### src/hw/status_bank_consts.svh
// Register offsets, field positions, reset values and flag vector layout of the status bank.
`ifndef STATUS_BANK_CONSTS_SVH
`define STATUS_BANK_CONSTS_SVH

// ----------------------------------------------------------------------------
// Register offsets on the register port
// ----------------------------------------------------------------------------
`define ADDR_TIMER_FLAGS   16'h1914
`define ADDR_FIFO_NONEMPTY 16'h1915
`define ADDR_FIFO_FULL     16'h1916
`define ADDR_FIFO_LEVEL    16'h1917
`define ADDR_CORE_DMA      16'h1918
`define ADDR_CORE_START1   16'h191a

// ----------------------------------------------------------------------------
// Field positions and reset values
// ----------------------------------------------------------------------------
`define TIMER_ONE_BIT      0
`define FLAG_WORD_RESET    8'h00
`define READ_IDLE_VALUE    8'h00

// ----------------------------------------------------------------------------
// Layout of the packed flag vector inside the bank
// ----------------------------------------------------------------------------
`define LSB_TIMER          0
`define LSB_NONEMPTY       1
`define LSB_FULL           9
`define LSB_LEVEL          17
`define LSB_DMA            25
`define LSB_START1         32
`define FLAG_TOTAL         39

`endif

### src/hw/status_bank_pkg.sv
// Shared types of the status bank.
package status_bank_pkg;

  // ----------------------------------------------------------------------------
  // Types
  // ----------------------------------------------------------------------------
  typedef logic [7:0]  status_word_t;
  typedef logic [15:0] reg_addr_t;
  typedef logic [38:0] flag_vec_t;

endpackage : status_bank_pkg

### src/hw/edge_flag_bank.sv
// Rising-edge detectors with sticky write-one-to-clear flags, one per source bit.
`timescale 1ns/10ps

module edge_flag_bank #(
  parameter int WIDTH = 39
) (
  input  wire logic             clk,
  input  wire logic             resetn,
  input  wire logic [WIDTH-1:0] src,
  input  wire logic [WIDTH-1:0] clr,
  output logic      [WIDTH-1:0] flag
);

  // ----------------------------------------------------------------------------
  // Edge detection and flag update
  // ----------------------------------------------------------------------------
  logic [WIDTH-1:0] prev_r;
  logic [WIDTH-1:0] flag_r;
  logic [WIDTH-1:0] flag_nxt;

  // The set term is applied after the clear so an edge in a clearing cycle survives.
  genvar i;
  generate
    for (i = 0; i < WIDTH; i++) begin : g_bit
      assign flag_nxt[i] = (flag_r[i] & ~clr[i]) | (src[i] & ~prev_r[i]);
    end
  endgenerate

  // Previous source levels start low, so a source already high at release sets its flag.
  always_ff @(posedge clk or negedge resetn) begin
    if (!resetn) begin
      prev_r <= '0;
      flag_r <= '0;
    end else begin
      prev_r <= src;
      flag_r <= flag_nxt;
    end
  end

  assign flag = flag_r;

endmodule : edge_flag_bank

### src/hw/irq_event_dsp_status_bank.sv
// Second interrupt bank status words for timer one, event-log FIFOs and DSP core events.
`timescale 1ns/10ps
`include "status_bank_consts.svh"

module irq_event_dsp_status_bank #(
  parameter int LOGS  = 8,
  parameter int CORES = 7
) (
  input  wire logic                           clk,
  input  wire logic                           resetn,
  input  wire status_bank_pkg::reg_addr_t     reg_addr,
  input  wire logic                           reg_wr,
  input  wire status_bank_pkg::status_word_t  reg_wdata,
  input  wire logic                           reg_rd,
  output status_bank_pkg::status_word_t       reg_rdata,
  output logic                                reg_rvalid,
  input  wire logic                           timer_one_evt,
  input  wire logic [LOGS-1:0]                log_nonempty,
  input  wire logic [LOGS-1:0]                log_full,
  input  wire logic [LOGS-1:0]                log_level,
  input  wire logic [CORES-1:0]               core_dma,
  input  wire logic [CORES-1:0]               core_start_one,
  output logic                                timer_one_flag,
  output logic [LOGS-1:0]                     log_fifo_nonempty_flag,
  output logic [LOGS-1:0]                     log_fifo_full_flag,
  output logic [LOGS-1:0]                     log_fifo_level_flag,
  output logic [CORES-1:0]                    core_dma_flag,
  output logic [CORES-1:0]                    core_start_one_flag
);

  // ----------------------------------------------------------------------------
  // Address decode
  // ----------------------------------------------------------------------------
  logic hit_timer;
  logic hit_nonempty;
  logic hit_full;
  logic hit_level;
  logic hit_dma;
  logic hit_start1;
  logic hit_any;

  // Each status word has its own offset; anything else reads as zero and ignores writes.
  assign hit_timer    = (reg_addr == `ADDR_TIMER_FLAGS);
  assign hit_nonempty = (reg_addr == `ADDR_FIFO_NONEMPTY);
  assign hit_full     = (reg_addr == `ADDR_FIFO_FULL);
  assign hit_level    = (reg_addr == `ADDR_FIFO_LEVEL);
  assign hit_dma      = (reg_addr == `ADDR_CORE_DMA);
  assign hit_start1   = (reg_addr == `ADDR_CORE_START1);
  assign hit_any      = hit_timer | hit_nonempty | hit_full | hit_level | hit_dma | hit_start1;

  // ----------------------------------------------------------------------------
  // Source and clear vectors
  // ----------------------------------------------------------------------------
  status_bank_pkg::flag_vec_t src_all;
  status_bank_pkg::flag_vec_t clr_all;
  status_bank_pkg::flag_vec_t flag_all;

  // All sources travel as one packed vector so a single bank instance serves every word.
  assign src_all = {core_start_one, core_dma, log_level, log_full, log_nonempty, timer_one_evt};

  // Only the written word's bits that carry a one clear; zero bits pass untouched.
  assign clr_all[`LSB_TIMER]            = reg_wr & hit_timer & reg_wdata[`TIMER_ONE_BIT];
  assign clr_all[`LSB_NONEMPTY +: LOGS] = (reg_wr & hit_nonempty) ? reg_wdata[LOGS-1:0] : '0;
  assign clr_all[`LSB_FULL +: LOGS]     = (reg_wr & hit_full) ? reg_wdata[LOGS-1:0] : '0;
  assign clr_all[`LSB_LEVEL +: LOGS]    = (reg_wr & hit_level) ? reg_wdata[LOGS-1:0] : '0;
  assign clr_all[`LSB_DMA +: CORES]     = (reg_wr & hit_dma) ? reg_wdata[CORES-1:0] : '0;
  assign clr_all[`LSB_START1 +: CORES]  = (reg_wr & hit_start1) ? reg_wdata[CORES-1:0] : '0;

  // ----------------------------------------------------------------------------
  // Sticky flag bank
  // ----------------------------------------------------------------------------
  // Edges latch into sticky flags; the set term beats a same-cycle clear.
  edge_flag_bank #(
    .WIDTH (`FLAG_TOTAL)
  ) u_flags (
    .clk    (clk),
    .resetn (resetn),
    .src    (src_all),
    .clr    (clr_all),
    .flag   (flag_all)
  );

  assign timer_one_flag         = flag_all[`LSB_TIMER];
  assign log_fifo_nonempty_flag = flag_all[`LSB_NONEMPTY +: LOGS];
  assign log_fifo_full_flag     = flag_all[`LSB_FULL +: LOGS];
  assign log_fifo_level_flag    = flag_all[`LSB_LEVEL +: LOGS];
  assign core_dma_flag          = flag_all[`LSB_DMA +: CORES];
  assign core_start_one_flag    = flag_all[`LSB_START1 +: CORES];

  // ----------------------------------------------------------------------------
  // Read path
  // ----------------------------------------------------------------------------
  status_bank_pkg::status_word_t rd_word;
  status_bank_pkg::status_word_t rdata_r;
  logic                          rvalid_r;

  // Unused upper bits read as zero; the timer word only carries bit 0 in this bank.
  assign rd_word = hit_timer    ? status_bank_pkg::status_word_t'({7'h00, timer_one_flag}) :
                   hit_nonempty ? status_bank_pkg::status_word_t'(log_fifo_nonempty_flag) :
                   hit_full     ? status_bank_pkg::status_word_t'(log_fifo_full_flag) :
                   hit_level    ? status_bank_pkg::status_word_t'(log_fifo_level_flag) :
                   hit_dma      ? status_bank_pkg::status_word_t'(core_dma_flag) :
                   hit_start1   ? status_bank_pkg::status_word_t'(core_start_one_flag) :
                   `READ_IDLE_VALUE;

  // Read data is held until the next read so software may sample it late.
  always_ff @(posedge clk or negedge resetn) begin
    if (!resetn) begin
      rdata_r  <= `FLAG_WORD_RESET;
      rvalid_r <= 1'b0;
    end else begin
      rvalid_r <= reg_rd;
      if (reg_rd) begin
        rdata_r <= rd_word;
      end
    end
  end

  assign reg_rdata  = rdata_r;
  assign reg_rvalid = rvalid_r;
endmodule : irq_event_dsp_status_bank

### config.mk
export PLATFORM = sky130hd
export DESIGN_NAME = irq_event_dsp_status_bank
export DESIGN_NICKNAME = d
export VERILOG_FILES = /design/src/hw/status_bank_pkg.sv /design/src/hw/edge_flag_bank.sv /design/src/hw/irq_event_dsp_status_bank.sv
export VERILOG_INCLUDE_DIRS = /design/src /design/src/hw
export SDC_FILE = /design/constraint.sdc
export NUM_CORES = 1
export LEC_CHECK = 0
export ABC_AREA = 1
export BUFFER_PORTS_ARGS = -buffer_cell sky130_fd_sc_hd__buf_2
export CAP_MARGIN = 40
export CORE_MARGIN = 2
export CORE_UTILIZATION = 45
export DETAILED_ROUTE_END_ITERATION = 10
export GPL_ROUTABILITY_DRIVEN = 0
export PLACE_DENSITY_LB_ADDON = 0.08
export SLEW_MARGIN = 20
export SYNTH_ARGS = -nofsm -noshare
export SYNTH_HDL_FRONTEND = slang
export SYNTH_HIERARCHICAL = 1
export SYNTH_SLANG_ARGS = --single-unit
export TNS_END_PERCENT = 100
### constraint.sdc
create_clock -name clk -period 0.9 [get_ports clk]
set_input_delay 0.09 -clock clk [delete_from_list [all_inputs] [get_ports clk]]
set_output_delay 0.09 -clock clk [all_outputs]
set_load 0.02 [all_outputs]
# Yosys cells after proc, flatten, opt, wreduce, memory -nomap -nowiden
# Cells that the tools add are included.
# word_totals
out_inout_bits	48
in_bits	67
ff_bits	87
# classes
bitwise_logic	202
mux	11
n_eq_ne	6
# ops
operator	n
$eq 16x13->1 const B	6
$and 1x1->1	85
$not 1->1	78
$mux 8	7
$or 1x1->1	39
$mux 7	4

# Logic depth before layout (Yosys ltp)
# Gate-level depths: netlist of the first run.
# depth
ltp_word	7
ltp_mapped	12
ltp_nobuf	11

# Modules after synthesis
# The synthesis of the first run kept the hierarchy.
# modules_own_cells
module	n_inst	seq_area_each_um2	area_each_um2	cells_per_inst
edge_flag_bank	1	1951.9	2683.8	273
irq_event_dsp_status_bank	1	225.2	1171.1	226

# Worst setup path before layout of the first run
# OpenSTA, ideal clock, no wires.
# synth_path
path_type	input port to flip-flop
startpoint	input reg_addr[4]
endpoint	register u_flags.flag_r[11] (netlist: u_flags/flag[11])
n_path_buf	0
path_stages	11
t_required_ns	0.784
setup_slack_ns	-0.257
setup_ns	0.116
arrival_time_ns	1.040
cell_sequence	inv_1 > nor2_1 > nand2_2 > nor2_2 > nand3_1 > inv_2 > nand2_2 > nor2_1 > inv_1 > nand2_1 > nand2_1
# synth_via
elab_chain_cells	6
# synth_lines
item	line_no	rtl
start, declared	irq_event_dsp_status_bank.sv:11	input wire status_bank_pkg::reg_addr_t reg_addr,
$eq 16x13->1 (no line)	n/a	
$and 1x1->1	irq_event_dsp_status_bank.sv:64	assign clr_all[`LSB_FULL +: LOGS] = (reg_wr & hit_full) ? reg_wdata[LOGS-1:0] : '0;
$mux 8	irq_event_dsp_status_bank.sv:64	
net clr_all[11]	irq_event_dsp_status_bank.sv:55	status_bank_pkg::flag_vec_t clr_all;
$not 1->1	edge_flag_bank.sv:25	assign flag_nxt[i] = (flag_r[i] & ~clr[i]) | (src[i] & ~prev_r[i]);
$and 1x1->1	edge_flag_bank.sv:25	
$or 1x1->1	edge_flag_bank.sv:25	
net u_flags.flag_nxt[11]	edge_flag_bank.sv:19	logic [WIDTH-1:0] flag_nxt;
end signal, assigned	edge_flag_bank.sv:36	flag_r <= flag_nxt;
end, declared	edge_flag_bank.sv:18	logic [WIDTH-1:0] flag_r;
# The timed path passes the listed nets, and every way through them passes these cells.
# A chain may end at the register's enable or synchronous reset.

# Worst setup path in the final report of the first run
# layout_path
startpoint	register u_flags.flag_r[35] (netlist: u_flags/flag[35])
endpoint	output core_start_one_flag[3]
# layout_rtl
item	line_no	rtl
end, declared	irq_event_dsp_status_bank.sv:28	output logic [CORES-1:0] core_start_one_flag
# No word-level cell between the ends.

==> flow_summary.ini, run 1 <==
[setup_path]
cp_slowest_cell = dfrtp_1
crit_top_cell = buf_6
crit_type = reg -> out
path_buf_inv = 2
critical_path.startpoint_type = flop
worstPathArrival_ns = 1.01
cp.required_ns = 0.81
cp_top_family = flip-flops
crit_path_max_fanout = 2
crit_chain = buf_6 -> buf_6
worstSetupEndpointType = output port
critical-path-max-stage-delay_ns = 0.41

[job]
max_cap_viol_count = 0

[sta]
final_max_slew_viol_count = 0
hold_viol_final = 0
finalSetupViolCount = 93
setup_slack_ns = -0.201
max-slew-margin-rel = 0.713
fin_crit_sh = 1.22
skew_ns = 0.0136
fmax_ghz = 0.908
worstMarginPinSlew_ns = 0.431
fin_crit_ns = 1.10
rsz0062_at_grt = true

[floorplanning]
rows = 33
die_y_um = 96.6
die_x_um = 96.6
ioPinCount = 115
die-area_sq_mm = 0.00932
core_area_sq_mm = 0.00826
initial_core_util = 0.467

[detailed_routing]
via_count = 3938
dr.pass1.iters = 4
routed_wl_um = 11600
drc = 0
wire_per_inst_um = 13.5
vias_per_cell = 4.56
antenna_left = 0
drt_iter0_markers = 134

[synthesis]
synthSimpleGateAreaFrac = 0.316
synth.distinct_cells = 20
synth_top_area_share = 0.565
syn-cell-area_sq_mm = 0.00385
synth_top_family_by_area = simple AND/OR/NAND/NOR gates
syn-instance-count = 499
synthMostInstantiatedCell = nand2_1
synthMuxAreaShare = 0
synth_seq_cells = 87
synth_xor_area_frac = 0
ys_warn_count = 6
synth_area_leader_cell = dfrtp_1
seq_area_frac_synth = 0.565
yosys-top-cells-area = dfrtp_1, nand2_1, inv_1, nor2_1, nand3_1
synth-main-ff-cell = dfrtp_1
synth_compound_area_frac = 0.00649
async_flop_share = 1.00
synth_edf_count = 0
syn_nets = 566
ys_top_cells_by_count = nand2_1, inv_1, dfrtp_1
synth_fa_ha_area_frac = 0
avgSynthCellArea_sq_um = 7.73

[min_path]
hold_class = in -> reg

[cells_and_area]
nets = 822
finalNonFillerCells = 864
antennaDiodeCount = 0
area_growth_pct = 78.1
design_area_sq_mm = 0.00687
drive_gt1_frac = 0.440

[place]
dpl_worst_slack_ns = -0.459
dpl.cell_count = 760
portBuffers = 114
dp.final_hpwl_um = 7310
post_dp_cell_area_sq_mm = 0.00505

[global_route]
antenna_found_initial = 0
grt_pass1_wl_um = 18400
grt_max_degree = 58
grt_usage = 0.259
overflow = 0
first_global_vias = 4052

[clock_network]
clkLatencyLatePin_ns = 0.35
cts_root_buf = clkbuf_8
h-tree-depth = 3
cts_buffers = 9
cts_tree = yes
clk_path_buf_depth = 2
cts.clk_slew.worst_paths_ns = 0.09
clkSinkCount = 87

[power]
p_leak_uw = 0.00350
p_per_area_mw_per_mm2 = 1100
ir_worst_vdd_uv = 918
totalPowerFinal_uw = 7520

[status]
violations = setup timing
status = finished with violations
-- stage by stage --
step | hold WS [ns] | util | setup TNS, ns
2_1_floorplan | -0.206 | - | -5.89
3_3_place_gp | 0.105 | 0.612 | -17.94
3_5_place_dp | 0.103 | 0.612 | -19.11
4_1_cts | 0.0192 | 0.785 | -8.50
5_1_grt | 0.0560 | 0.832 | -14.23
6_report | 0.0342 | 0.832 | -9.35
-- path summary, 6_finish.rpt --
kind,startpoint,end,slack [ns],depth (start not counted)
worst max-delay path,u_flags/flag[35]$_DFF_PN0_,core_start_one_flag[3],-0.20,2
worst min-delay path,reg_rd,reg_rdata[7]$_DFFE_PN0P_,0.03,3
worst max register to register,u_flags/flag[25]$_DFF_PN0_,reg_rdata[0]$_DFFE_PN0P_,-0.18,7
worst min register to register,u_flags/prev_r[23]$_DFF_PN0_,u_flags/flag[23]$_DFF_PN0_,0.47,3
max in group asynchronous,resetn,u_flags/flag[25]$_DFF_PN0_,0.28,3
min in group asynchronous,resetn,u_flags/prev_r[1]$_DFF_PN0_,0.25,3
-- flip-flops by register name, summed over array words and instances, names as in the netlist --
register and cells:
reg_rvalid 1, reg_rdata 8, u_flags/flag 39, u_flags/prev_r 39
-- cell families after synthesis --
logic type | Yosys count
flip-flops | 87
AO/OA/AOI/OAI | 4
buffers and inverters | 114
AND/OR/NAND/NOR | 294
-- worst register-to-register path, stage by stage (launching register included) --
cell	delay, ns
dfrtp_2	0.42
buf_4	0.14
nand3_2	0.07
nand2_2	0.07
nor2_2	0.09
nand4_1	0.09
nand2_1	0.08
inv_1	0.03
-- final cells by class --
cell class	count	area (sq um)
timing repair buffer	248	2210
tap	105	131
clock buffer	11	131
multi-input combinational	298	1730
fill	510	1390
inverter	111	429
clock inverter	4	55.1
sequential	87	2180
-- power breakdown --
part	switching (uW)	total (uW)	internal, uW
logic	421	800	379
registers	27.6	4030	4000
clock network	1410	2700	1290
-- cells in the final DEF, fill, tap and decap left out --
| cell | n |
|---|---|
| clkbuf_1 | 2 |
| nand2_8 | 2 |
| clkbuf_8 | 9 |
| bufinv_16 | 1 |
| inv_8 | 1 |
| nand3_1 | 10 |
| nor2_4 | 28 |
| nor2_1 | 27 |
| or2_2 | 1 |
| nand3_2 | 17 |
| nand4_1 | 5 |
| buf_16 | 1 |
| buf_2 | 57 |
| a21oi_1 | 2 |
| inv_6 | 1 |
| buf_4 | 58 |
| clkinv_4 | 1 |
| nand2_4 | 1 |
| nor3_2 | 2 |
| buf_12 | 3 |
| nand2_1 | 153 |
| dfrtp_1 | 85 |
| nand3b_1 | 2 |
| clkinvlp_4 | 1 |
| inv_1 | 96 |
| inv_2 | 12 |
| nor2_2 | 25 |
| buf_6 | 88 |
| nand2_2 | 14 |
| inv_4 | 2 |
| nand3_4 | 6 |
| nand4_4 | 1 |
| dlygate4sd3_1 | 41 |
| o211ai_1 | 2 |
| dfrtp_2 | 2 |
-- metal layers --
| layer | vias to the layer above | share of wire | track usage |
|---|---|---|---|
| met1 | 1854 | 0.43 | 0.332 |
| met3 | 15 | 0.042 | 0.0458 |
| met2 | 98 | 0.52 | 0.444 |
| met4 | 0 | 0.014 | 0.0892 |
| met5 | - | 0 | 0 |
| li1 | 1971 | - | - |
-- repair_timing --
item | in CTS | in global routing
resized for setup | 152 | 96
buffers inserted | 39 | 10
endpoints found under the setup margin | 91 | 95
gates cloned | 1 | 0
pin swaps | 54 | 39
endpoints found under the hold margin | 164 | 0
hold buffers | 41 | 0
No activity file was read; power rests on OpenSTA's default activity.
==> inputs of run 2 (changes only) <==
--- a/config.mk
+++ b/config.mk
@@ -7,11 +7,11 @@
 export NUM_CORES = 1
 export LEC_CHECK = 0
 export ABC_AREA = 1
-export BUFFER_PORTS_ARGS = -buffer_cell sky130_fd_sc_hd__buf_2
 export CAP_MARGIN = 40
 export CORE_MARGIN = 2
 export CORE_UTILIZATION = 45
 export DETAILED_ROUTE_END_ITERATION = 10
+export DONT_BUFFER_PORTS = 1
 export GPL_ROUTABILITY_DRIVEN = 0
 export PLACE_DENSITY_LB_ADDON = 0.08
 export SLEW_MARGIN = 20
==> flow_summary.ini, run 2 (synthesized netlist as in run 1, its figures left out) <==
[detailed_routing]
vias_per_cell = 4.57
via_count = 3435
drc = 0
antenna_left = 0
drt_iter0_markers = 110
wire_per_inst_um = 13.8
dr.pass1.iters = 4
routed_wl_um = 10400

[setup_path]
critical_path.startpoint_type = flop
reg2reg_to = reg_rdata[0]$_DFFE_PN0P_
crit_path_max_fanout = 2
worstSetupEndpointType = output port
path_buf_inv = 1
reg2reg_from = u_flags/flag[0]$_DFF_PN0_
critical-path-max-stage-delay_ns = 0.43
cp_slowest_cell = dfrtp_2
cp.required_ns = 0.81
worstPathArrival_ns = 0.93
crit_type = reg -> out
r2r_slack_ns = -0.10
cp_top_family = flip-flops
crit_chain = buf_6
reg2reg_depth = 7

[global_route]
overflow = 0
grt_util_met3 = 0.0644
grt-busiest-layer = met2
first_global_vias = 3590
grt_usage = 0.236
grt_pass1_wl_um = 16500
met1_usage = 0.296
antenna_found_initial = 0
use_met2 = 0.396
grt_max_degree = 88

[min_path]
hold_class = in -> async

[clock_network]
cts.clk_slew.worst_paths_ns = 0.09
cts_hold_buf = 42
clk_path_buf_depth = 2
cts_tree = yes
cts_buffers = 9
h-tree-depth = 3
clkLatencyLatePin_ns = 0.36
cts_root_buf = clkbuf_8
clkSinkCount = 87

[sta]
worstMarginPinSlew_ns = 0.359
fmax_ghz = 0.984
fin_crit_sh = 1.13
finalSetupViolCount = 53
setup_slack_ns = -0.116
hold_viol_final = 87
skew_ns = 0.0101
max-slew-margin-rel = 0.760
hold_slack_ns = -0.580
final_max_slew_viol_count = 0
fin_tns_setup_ns = -4.30
rsz0062_at_grt = true
fin_crit_ns = 1.02

[floorplanning]
initial_core_util = 0.467
core_area_sq_mm = 0.00826
die_x_um = 96.6
ioPinCount = 115
rows = 33
die-area_sq_mm = 0.00932
die_y_um = 96.6

[power]
p_leak_uw = 0.00297
p_per_area_mw_per_mm2 = 1230
ir_worst_vdd_uv = 777

[cells_and_area]
final_util = 0.707
area_growth_pct = 51.4
fill_cells = 667
seq_area_sq_mm = 0.00218
nets = 709
antennaDiodeCount = 0
layout_commonest_cell = nand2_1
multi_input_area_sq_mm = 0.00155
drive_gt1_frac = 0.288
final_cell_mix = nand2_1, inv_1, dfrtp_1

[status]
violations = hold timing, setup timing
status = finished with violations

[place]
dp.final_hpwl_um = 7020
portBuffers = 0

[job]
max_cap_viol_count = 0
-- run 2: cell count changes in the layout (fill, tap and decap cells not counted), sizes merged --
| cell | before | now |
|---|---|---|
| buf | 207 | 92 |
| clkbuf | 11 | 12 |
| clkinv | 1 | 2 |
| dlygate4sd3 | 41 | 42 |
| inv | 112 | 111 |
-- run 2: worst max path at each step --
stage	startpoint	end	slack [ns]	depth (start not counted)
2_1_floorplan	reg_addr[4]	u_flags/flag[2]$_DFF_PN0_	-0.22	11
3_3_place_gp	reg_addr[15]	u_flags/flag[30]$_DFF_PN0_	-0.36	9
3_5_place_dp	reg_addr[15]	u_flags/flag[30]$_DFF_PN0_	-0.38	9
4_1_cts	u_flags/flag[25]$_DFF_PN0_	core_dma_flag[0]	-0.13	1
5_1_grt	u_flags/flag[32]$_DFF_PN0_	reg_rdata[0]$_DFFE_PN0P_	-0.16	6
6_report	u_flags/flag[32]$_DFF_PN0_	core_start_one_flag[0]	-0.12	1
-- run 2: report_power, final --
group          switching (uW)  internal (uW)
Combinational             227            222
Clock                    1370           1340
Sequential               29.5           4000
-- run 2: repair_timing --
item,in CTS,in global routing
endpoints found under the setup margin,53,92
buffers inserted,24,4
endpoints found under the hold margin,168,87
pin swaps,14,46
resized for setup,52,62
gates cloned,0,1
-- run 2: area by class of cell --
type	instances	area share
Inverter	111	0.0735
Timing Repair Buffer	135	0.232
Multi-Input combinational cell	298	0.266
Clock buffer	11	0.0242
Tap cell	105	0.0225
Clock inverter	4	0.00815
Sequential cell	87	0.374
-- run 2: through the flow --
| stage | total power, uW | worst slack, ns | instances | hold WS (ns) | cell area (sq um) |
|---|---|---|---|---|---|
| floorplan | 4280 | -0.217 | 499 | -0.206 | 4010 |
| global placement | 4350 | -0.356 | 665 | -0.204 | 4590 |
| detailed placement | 4360 | -0.376 | 665 | -0.203 | 4590 |
| CTS | 7220 | -0.129 | 746 | -0.594 | 5570 |
| global route | 7490 | -0.161 | 751 | -0.604 | 5840 |
| finish | 7190 | -0.116 | 751 | -0.580 | 5840 |
-- run 2: metal layers --
layer | vias to the layer above | share of wire
met4 | 0 | 0.011
met3 | 10 | 0.058
met2 | 84 | 0.48
met1 | 1595 | 0.45
met5 | - | 0
li1 | 1746 | -
